===== src/lcdp_pkg.sv =====
// Shared constants and types for the LCD controller host bus port.
package lcdp_pkg;

  // Strap codes on bus_type_select; any other code falls back to the generic strobe style.
  localparam logic [1:0] LCDP_BT_GENERIC = 2'h0;
  localparam logic [1:0] LCDP_BT_ENABLE  = 2'h1;
  localparam logic [1:0] LCDP_BT_ADDR    = 2'h2;

  // Clock rate and the wait-state time inserted before a transfer completes.
  localparam int LCDP_CLK_MHZ  = 25;
  localparam int LCDP_WAIT_NS  = 80;
  // Least time, so the cycle count rounds up.
  localparam int LCDP_WAIT_CYC = (LCDP_WAIT_NS * LCDP_CLK_MHZ + 999) / 1000;
  localparam logic [2:0] LCDP_WAIT_LOAD = 3'(LCDP_WAIT_CYC);

  // Cycles after reset release before the straps are taken, covering the synchroniser depth.
  localparam logic [2:0] LCDP_STRAP_SETTLE = 3'h4;

  // Field widths and reset values.
  localparam int          LCDP_DATA_W    = 8;
  localparam int          LCDP_PIN_W     = 12;
  localparam int          LCDP_STRAP_W   = 3;
  localparam logic [11:0] LCDP_PINS_RST  = 12'hf00;
  localparam logic [2:0]  LCDP_STRAP_RST = 3'h0;
  localparam logic [7:0]  LCDP_DATA_RST  = 8'h00;

  // Bus style selected by the straps.
  typedef enum logic [1:0] {
    LCDP_MODE_GENERIC,
    LCDP_MODE_ENABLE,
    LCDP_MODE_ADDR
  } lcdp_mode_t;

  // Transfer sequencer states.
  typedef enum logic [1:0] {
    LCDP_ST_IDLE,
    LCDP_ST_BUSY,
    LCDP_ST_ACK
  } lcdp_state_t;

  // Host-facing input pins, carried together through the synchroniser.
  typedef struct packed {
    logic       unit_select_n;
    logic       store_strobe_n;
    logic       fetch_strobe_n;
    logic       address_valid_strobe_n;
    logic [7:0] data;
  } lcdp_pins_t;

  // Static strap pins.
  typedef struct packed {
    logic [1:0] bus_type_select;
    logic       addressing_mode_select;
  } lcdp_straps_t;

endpackage : lcdp_pkg


===== src/lcdp_sync.sv =====
`timescale 1ns/1ps
`default_nettype none

// Three-stage synchroniser with agreement filter: the output only follows once stages two and three agree.
module lcdp_sync
  import lcdp_pkg::*;
#(
  parameter int             W    = 1,
  parameter logic [W-1:0]   INIT = '0
) (
  input  wire logic         clk,
  input  wire logic         rst_sync_b,
  input  wire logic [W-1:0] async_in,
  output logic      [W-1:0] filt_out
);

  logic [W-1:0] s1_q;  // First stage, read only by the second.
  logic [W-1:0] s2_q;  // Second stage.
  logic [W-1:0] s3_q;  // Third stage.

  // Shift the pins through three stages and accept a value once it has held for two samples.
  always_ff @(posedge clk or negedge rst_sync_b) begin
    if (!rst_sync_b) begin
      s1_q     <= INIT;
      s2_q     <= INIT;
      s3_q     <= INIT;
      filt_out <= INIT;
    end else begin
      s1_q <= async_in;
      s2_q <= s1_q;
      s3_q <= s2_q;
      if (s2_q == s3_q) begin
        filt_out <= s3_q;
      end
    end
  end

endmodule // lcdp_sync

`default_nettype wire


===== src/lcdp_host_port.sv =====
`timescale 1ns/1ps
`default_nettype none

// Notes on behaviour
// - Generic write data taken at store strobe rise.
// - Enable style: pin high reads, low writes.
// - Address style: pin high reads, low writes.
// - Transfers happen only while unit select low.
// - Generic style: hold-off low while transfer waits.
// - Handshake released to high impedance after completion.
// - Address style: ack high waits, then low.
// - Reset clears registers and quiets all outputs.
// - Generic read drivers on only while fetch low.
// - Enable style moves data on enable rise.
// - Address style moves data on strobe fall.
// - Straps choose bus style and addressing mode.
module lcdp_host_port
  import lcdp_pkg::*;
(
  input  wire logic       clk,
  input  wire logic       rst_b,
  input  wire logic       unit_select_n,
  input  wire logic       store_strobe_n,
  input  wire logic       fetch_strobe_n,
  input  wire logic       address_valid_strobe_n,
  input  wire logic [7:0] data_in,
  output logic      [7:0] data_out,
  output logic            data_oe,
  output logic            handshake_out,
  output logic            handshake_oe,
  input  wire logic [1:0] bus_type_select,
  input  wire logic       addressing_mode_select,
  input  wire logic       scan_test_tie,
  input  wire logic       test_mode_tie,
  output logic            core_wr_valid,
  output logic      [7:0] core_wr_data,
  output logic            core_rd_req,
  input  wire logic [7:0] core_rd_data,
  output logic      [1:0] bus_mode,
  output logic            indirect_mode
);

  // Strobe decode for the selected style; used for the current and the previous sample.
  function automatic logic strobe_active(lcdp_mode_t m, lcdp_pins_t p);
    case (m)
      LCDP_MODE_ENABLE: strobe_active = p.fetch_strobe_n;
      LCDP_MODE_ADDR:   strobe_active = ~p.fetch_strobe_n & ~p.address_valid_strobe_n;
      default:          strobe_active = ~p.fetch_strobe_n | ~p.store_strobe_n;
    endcase
  endfunction

  // Direction decode: high means the host reads from this port.
  function automatic logic read_dir(lcdp_mode_t m, lcdp_pins_t p);
    case (m)
      LCDP_MODE_ENABLE: read_dir = p.store_strobe_n;
      LCDP_MODE_ADDR:   read_dir = p.store_strobe_n;
      default:          read_dir = ~p.fetch_strobe_n;
    endcase
  endfunction

  logic         rst_q1;          // Reset release, first stage.
  logic         rst_q2;          // Reset release, copy used by the design.
  lcdp_pins_t   pins_f;          // Filtered host pins.
  lcdp_straps_t straps_f;        // Filtered strap pins.
  lcdp_mode_t   mode_q;          // Bus style held since the straps were taken.
  logic         indirect_q;      // Addressing mode held since the straps were taken.
  logic         taken_q;         // Straps have been taken.
  logic [2:0]   settle_q;        // Counts towards the strap sampling point.
  lcdp_state_t  state_q;         // Transfer sequencer state.
  lcdp_state_t  state_d;         // Next sequencer state.
  logic [2:0]   wait_q;          // Remaining wait-state cycles.
  logic         strobe_prev_q;   // Strobe decode of the previous cycle.
  logic         store_prev_q;    // Filtered store strobe of the previous cycle.
  logic         is_read_q;       // Current transfer is a read.
  logic [7:0]   data_hold_q;     // Bus data last seen while the store strobe was low.
  logic [7:0]   data_out_q;      // Read data presented on the bus.
  logic         data_oe_q;       // Data driver enable.
  logic         hs_out_q;        // Handshake level.
  logic         hs_oe_q;         // Handshake driver enable.
  logic         wr_valid_q;      // One-cycle write pulse to the core.
  logic [7:0]   wr_data_q;       // Write data to the core.
  logic         rd_req_q;        // One-cycle read request to the core.

  // Decoded bus conditions.
  wire logic selected   = ~pins_f.unit_select_n;
  wire logic strobe_on  = strobe_active(mode_q, pins_f);
  wire logic start      = taken_q & selected & strobe_on & ~strobe_prev_q & (state_q == LCDP_ST_IDLE);
  wire logic start_rd   = read_dir(mode_q, pins_f);
  wire logic xfer_end   = ~selected | ~strobe_on;
  wire logic busy_done  = (state_q == LCDP_ST_BUSY) & (wait_q <= 3'h1);
  wire logic gen_store_rise = (mode_q == LCDP_MODE_GENERIC) & pins_f.store_strobe_n & ~store_prev_q;
  wire logic gen_write  = (state_q != LCDP_ST_IDLE) & ~is_read_q & gen_store_rise;
  wire logic early_write = start & ~start_rd & (mode_q != LCDP_MODE_GENERIC);
  wire logic hs_used    = (mode_q != LCDP_MODE_ENABLE);
  wire logic wait_level = (mode_q == LCDP_MODE_ADDR);
  wire logic hs_oe_d    = hs_used & (state_d != LCDP_ST_IDLE);
  wire logic hs_out_d   = (state_d == LCDP_ST_BUSY) ? wait_level : ~wait_level;
  wire logic rd_now     = (state_q == LCDP_ST_IDLE) ? (start & start_rd) : is_read_q;
  wire logic data_oe_d  = rd_now & selected & strobe_on & (state_d != LCDP_ST_IDLE);

  // Strap decode into a bus style.
  wire lcdp_mode_t strap_mode = (straps_f.bus_type_select == LCDP_BT_ENABLE) ? LCDP_MODE_ENABLE :
                                (straps_f.bus_type_select == LCDP_BT_ADDR)   ? LCDP_MODE_ADDR   :
                                                                               LCDP_MODE_GENERIC;

  // Release the asynchronous reset through two flip-flops.
  always_ff @(posedge clk or negedge rst_b) begin
    if (!rst_b) begin
      rst_q1 <= 1'b0;
      rst_q2 <= 1'b0;
    end else begin
      rst_q1 <= 1'b1;
      rst_q2 <= rst_q1;
    end
  end

  // Host pins pass three stages with agreement filtering.
  lcdp_sync #(.W(LCDP_PIN_W), .INIT(LCDP_PINS_RST)) u_pin_sync (
    .clk        (clk),
    .rst_sync_b (rst_q2),
    .async_in   ({unit_select_n, store_strobe_n, fetch_strobe_n, address_valid_strobe_n, data_in}),
    .filt_out   (pins_f)
  );

  // Strap pins pass the same filter before they are taken.
  lcdp_sync #(.W(LCDP_STRAP_W), .INIT(LCDP_STRAP_RST)) u_strap_sync (
    .clk        (clk),
    .rst_sync_b (rst_q2),
    .async_in   ({bus_type_select, addressing_mode_select}),
    .filt_out   (straps_f)
  );

  // Take the straps once after the filter has settled; afterwards the style is constant.
  always_ff @(posedge clk or negedge rst_q2) begin
    if (!rst_q2) begin
      settle_q   <= 3'h0;
      taken_q    <= 1'b0;
      mode_q     <= LCDP_MODE_GENERIC;
      indirect_q <= 1'b0;
    end else if (!taken_q) begin
      settle_q <= settle_q + 3'h1;
      if (settle_q == LCDP_STRAP_SETTLE) begin
        taken_q    <= 1'b1;
        mode_q     <= strap_mode;
        indirect_q <= straps_f.addressing_mode_select;
      end
    end
  end

  // Sequencer next state.
  always_comb begin
    state_d = state_q;
    case (state_q)
      LCDP_ST_IDLE: begin
        if (start) begin
          state_d = LCDP_ST_BUSY;
        end
      end
      LCDP_ST_BUSY: begin
        if (xfer_end) begin
          state_d = LCDP_ST_IDLE;
        end else if (busy_done) begin
          state_d = LCDP_ST_ACK;
        end
      end
      LCDP_ST_ACK: begin
        if (xfer_end) begin
          state_d = LCDP_ST_IDLE;
        end
      end
      default: begin
        state_d = LCDP_ST_IDLE;
      end
    endcase
  end

  // Sequencer state, wait counter and edge history.
  always_ff @(posedge clk or negedge rst_q2) begin
    if (!rst_q2) begin
      state_q       <= LCDP_ST_IDLE;
      wait_q        <= 3'h0;
      strobe_prev_q <= 1'b0;
      store_prev_q  <= 1'b1;
      is_read_q     <= 1'b0;
    end else begin
      state_q       <= state_d;
      strobe_prev_q <= strobe_on;
      store_prev_q  <= pins_f.store_strobe_n;
      if (start) begin
        wait_q    <= LCDP_WAIT_LOAD;
        is_read_q <= start_rd;
      end else if (wait_q != 3'h0) begin
        wait_q <= wait_q - 3'h1;
      end
    end
  end

  // Handshake and data drivers follow the next state so they line up with it.
  always_ff @(posedge clk or negedge rst_q2) begin
    if (!rst_q2) begin
      hs_out_q   <= 1'b1;
      hs_oe_q    <= 1'b0;
      data_oe_q  <= 1'b0;
      data_out_q <= LCDP_DATA_RST;
    end else begin
      hs_out_q  <= hs_out_d;
      hs_oe_q   <= hs_oe_d;
      data_oe_q <= data_oe_d;
      if (busy_done & is_read_q) begin
        data_out_q <= core_rd_data;
      end
    end
  end

  // Core side: read request at start, write pulse at the capture point of the style.
  always_ff @(posedge clk or negedge rst_q2) begin
    if (!rst_q2) begin
      rd_req_q    <= 1'b0;
      wr_valid_q  <= 1'b0;
      wr_data_q   <= LCDP_DATA_RST;
      data_hold_q <= LCDP_DATA_RST;
    end else begin
      rd_req_q   <= start & start_rd;
      wr_valid_q <= gen_write | early_write;
      if (!pins_f.store_strobe_n) begin
        data_hold_q <= pins_f.data;
      end
      if (gen_write) begin
        wr_data_q <= data_hold_q;
      end else if (early_write) begin
        wr_data_q <= pins_f.data;
      end
    end
  end

  assign data_out      = data_out_q;
  assign data_oe       = data_oe_q;
  assign handshake_out = hs_out_q;
  assign handshake_oe  = hs_oe_q;
  assign core_wr_valid = wr_valid_q;
  assign core_wr_data  = wr_data_q;
  assign core_rd_req   = rd_req_q;
  assign bus_mode      = mode_q;
  assign indirect_mode = indirect_q;
endmodule // lcdp_host_port

`default_nettype wire


===== config.mk =====
export PLATFORM = sky130hd
export DESIGN_NAME = lcdp_host_port
export DESIGN_NICKNAME = d
export VERILOG_FILES = /design/src/lcdp_pkg.sv /design/src/lcdp_sync.sv /design/src/lcdp_host_port.sv
export SDC_FILE = /design/constraint.sdc
export NUM_CORES = 1
export LEC_CHECK = 0
export ABC_AREA = 1
export BUFFER_PORTS_ARGS = -buffer_cell sky130_fd_sc_hd__buf_2
export CORE_ASPECT_RATIO = 1.5
export CORE_UTILIZATION = 45
export DETAILED_ROUTE_END_ITERATION = 7
export HOLD_SLACK_MARGIN = 0.02
export PLACE_DENSITY_LB_ADDON = 0.15
export SLEW_MARGIN = 10
export SYNTH_ARGS = -nofsm -noshare
export SYNTH_HDL_FRONTEND = slang
export SYNTH_SLANG_ARGS = --single-unit

===== constraint.sdc =====
create_clock -name clk -period 7.9 [get_ports clk]
set_clock_uncertainty 0.1 [all_clocks]
set_input_delay 1.975 -clock clk [delete_from_list [all_inputs] [get_ports clk]]
set_output_delay 1.975 -clock clk [all_outputs]
set_load 0.02 [all_outputs]

==> flow_summary_export.csv <==
group,metric,value,unit
floorplanning,die_h,118,microns
logic_synthesis,syn_area,4060,sq um
global_routing,grt_util_all_layers,0.142,
global_routing,grt_pass1_wl,10400,microns
placement,dp_hpwl,3960,microns
setup_path,worstSetupPathType,"flop to output pin",
clock_network,post_cts_buffers,0,
logic_synthesis,yosys_most_used_dff,"dfrtp_1",
detailed_routing,num_vias,2402,
setup_path,cpPeakStageDelay,0.51,ns
finish,nNetsFinal,442,
sta,period_needed,3.07,ns
detailed_routing,antenna_left,0,
placement,io_buffers,48,
floorplanning,initial_utilization,0.462,
floorplanning,die_x,79.5,microns
clock_network,clk_pin_slew,0.07,ns
detailed_routing,viasPerCell,4.60,
sta,max_slew_margin,0.353,
setup_path,crit_fanout,1,
logic_synthesis,synth_top_cell_area_share,0.543,
logic_synthesis,synth_fp_nets,387,
clock_network,clock-sinks,106,
power,power.leakage,2.27,nW
finish,final_cell_mix,"dfrtp_1, nand2_1, buf_2",
clock_network,cts.htree.levels,3,
clock_network,cts_made_buffers,9,
logic_synthesis,yosysUniqueCellTypes,34,
setup_path,end_kind,"output pin",
sta,final_hold_viol_count,0,
floorplanning,ios,51,
logic_synthesis,ys_seq_area_frac,0.660,
sta,hold_ws,0.110,ns
logic_synthesis,synth.area.top_cells,"dfrtp_1, dfstp_2, nand2_1, inv_1, xnor2_1",
hold_path,hold_class,"flop to async pin",
clock_network,ctsResizeCount,0,
detailed_routing,drt-initial-drc-count,142,
setup_path,startpoint_type,"flop",
placement,routabilityCongestion,0.730,
sta,rsz0062_at_grt,"false",
sta,setup_violations,0,
finish,synthToLayoutAreaGrowth,15.9,%
detailed_routing,drc,0,
sta,slew_violations,0,
logic_synthesis,avgSynthCellArea,11.5,sq um
clock_network,clockBufferDepth,2,
sta,fin_setup_tns,0,ns
finish,diodes,0,
setup_path,crit_arrival,0.99,ns
finish,drive_gt1_frac,0.260,
floorplanning,die_area,9400,sq um
sta,worst_pin_slew,0.971,ns
logic_synthesis,yosys.area.top_type,"dfrtp_1",
clock_network,cts_tree,"built",
logic_synthesis,synth_warnings,0,
clock_network,ctsHoldBuffers,0,
detailed_routing,avgRoutedWirePerCell,10.9,microns
placement,place_ws,5.18,ns
global_routing,grt_start_max_net_pins,84,
setup_path,cp_slowest_cell,"dfstp_2",
global_routing,gr-total-overflow,0,
logic_synthesis,async_flop_share,1.00,
power,max-vdd-ir-drop,0.000152,V
setup_path,crit_required,5.83,ns
job,max_cap_viol_count,0,
setup_path,crit_family,"flip-flops",
floorplanning,core_area,8780,sq um
sta,max_freq,326,MHz
floorplanning,rows,42,
sta,timing.final.crit_share,0.388,
outcome,status,"complete, no violations",
logic_synthesis,ys_ff_latch,106,
global_routing,grt_pass1_vias,2451,
detailed_routing,wirelength,5680,microns
power,powerDensity,283,nW/um^2
global_routing,antenna_found_initial,0,
sta,fin_ws,4.83,ns
setup_path,path_buf_inv,1,
power,p_total,1.33,mW
finish,final_common_cell,"dfrtp_1",
clock_network,clk_latency,0.34,ns
detailed_routing,drt_first_pass_iters,4,
clock_network,root_buffer,"clkbuf_16",
logic_synthesis,synthCells,352,
logic_synthesis,synth-edff-count,0,
setup_path,path_cells,"buf_2",
## registers in the layout, indices dropped and copies added, names as in the netlist, 2 cells and up
register and cells:
u_strap_sync.s2_q 3, data_hold_q 8, u_pin_sync.filt_out 12, state_q 2
wait_q 3, u_strap_sync.s1_q 3, u_strap_sync.s3_q 3, bus_mode 2
u_pin_sync.s1_q 12, core_wr_data 8, data_out 8, u_pin_sync.s3_q 12
u_strap_sync.filt_out 3, settle_q 3, u_pin_sync.s2_q 12
## synth_stat cells, types with 2 or more instances
cell,n
nor2_4,3
o21ai_1,15
dfrtp_1,88
dfstp_2,18
o21bai_1,2
nand3_1,13
inv_1,44
o21ai_0,15
mux2_1,8
nand2_1,75
o21ai_2,6
nand2_4,2
a21oi_1,3
inv_2,5
buf_2,2
xnor2_1,16
nor2_1,11
nand4_4,2
ha_1,8
buf_6,2
## path summary, 6_finish.rpt
path,depth (start not counted),start,slack [ns],endpoint
worst max-delay path,1,handshake_out,4.83,handshake_out
worst min-delay path,0,rst_q2,0.11,u_strap_sync.s1_q[0]
worst max register to register,6,u_pin_sync.s3_q[9],5.96,u_pin_sync.filt_out[1]
worst min register to register,0,rst_q2,0.11,u_strap_sync.s1_q[0]
max in group asynchronous,1,rst_b,6.28,rst_q2
min in group clk,0,u_pin_sync.s1_q[1],0.25,u_pin_sync.s2_q[1]
## power breakdown
| part | internal [mW] | switching, mW | leakage, nW | total, mW |
|---|---|---|---|---|
| Sequential | 0.612 | 0.0354 | 1.29 | 0.647 |
| Combinational | 0.101 | 0.155 | 0.840 | 0.256 |
| Clock | 0.246 | 0.179 | 0.143 | 0.425 |
## area by class of cell
class	instances	area, sq um
fill	773	4080
sequential	106	2680
multi-input combinational	192	1160
timing repair buffer	49	248
clock buffer	11	233
inverter	49	184
tap	110	138
clock inverter	5	57.6
## per-layer routing
layer  vias up  global-route usage  routed length [microns]
met3        10              0.0332                      238
met4         0              0.0739                      129
met2        44               0.243                     2930
met1      1135               0.163                     2390
met5         -                   0                        0
li1       1213                   -                        -
## cell families after synthesis
logic type      count (synthesis)  share of synthesized area
simple gates                  111                      0.129
flops                         106                      0.660
buf+inv                        54                     0.0543
compound gates                 47                     0.0725
xor+xnor                       17                     0.0367
fa+ha+maj                       8                     0.0247
mux                             8                     0.0222
other cells                     1                   0.000925
## per-stage QoR
stage	instances	utilization	instance area [sq um]
5_1_grt	522	0.535	4700
2_1_floorplan	352	-	4060
3_5_place_dp	506	0.502	4410
6_report	522	0.535	4700
4_1_cts	522	0.535	4700
3_3_place_gp	506	0.502	4410
(Power assumes the default switching activity.)
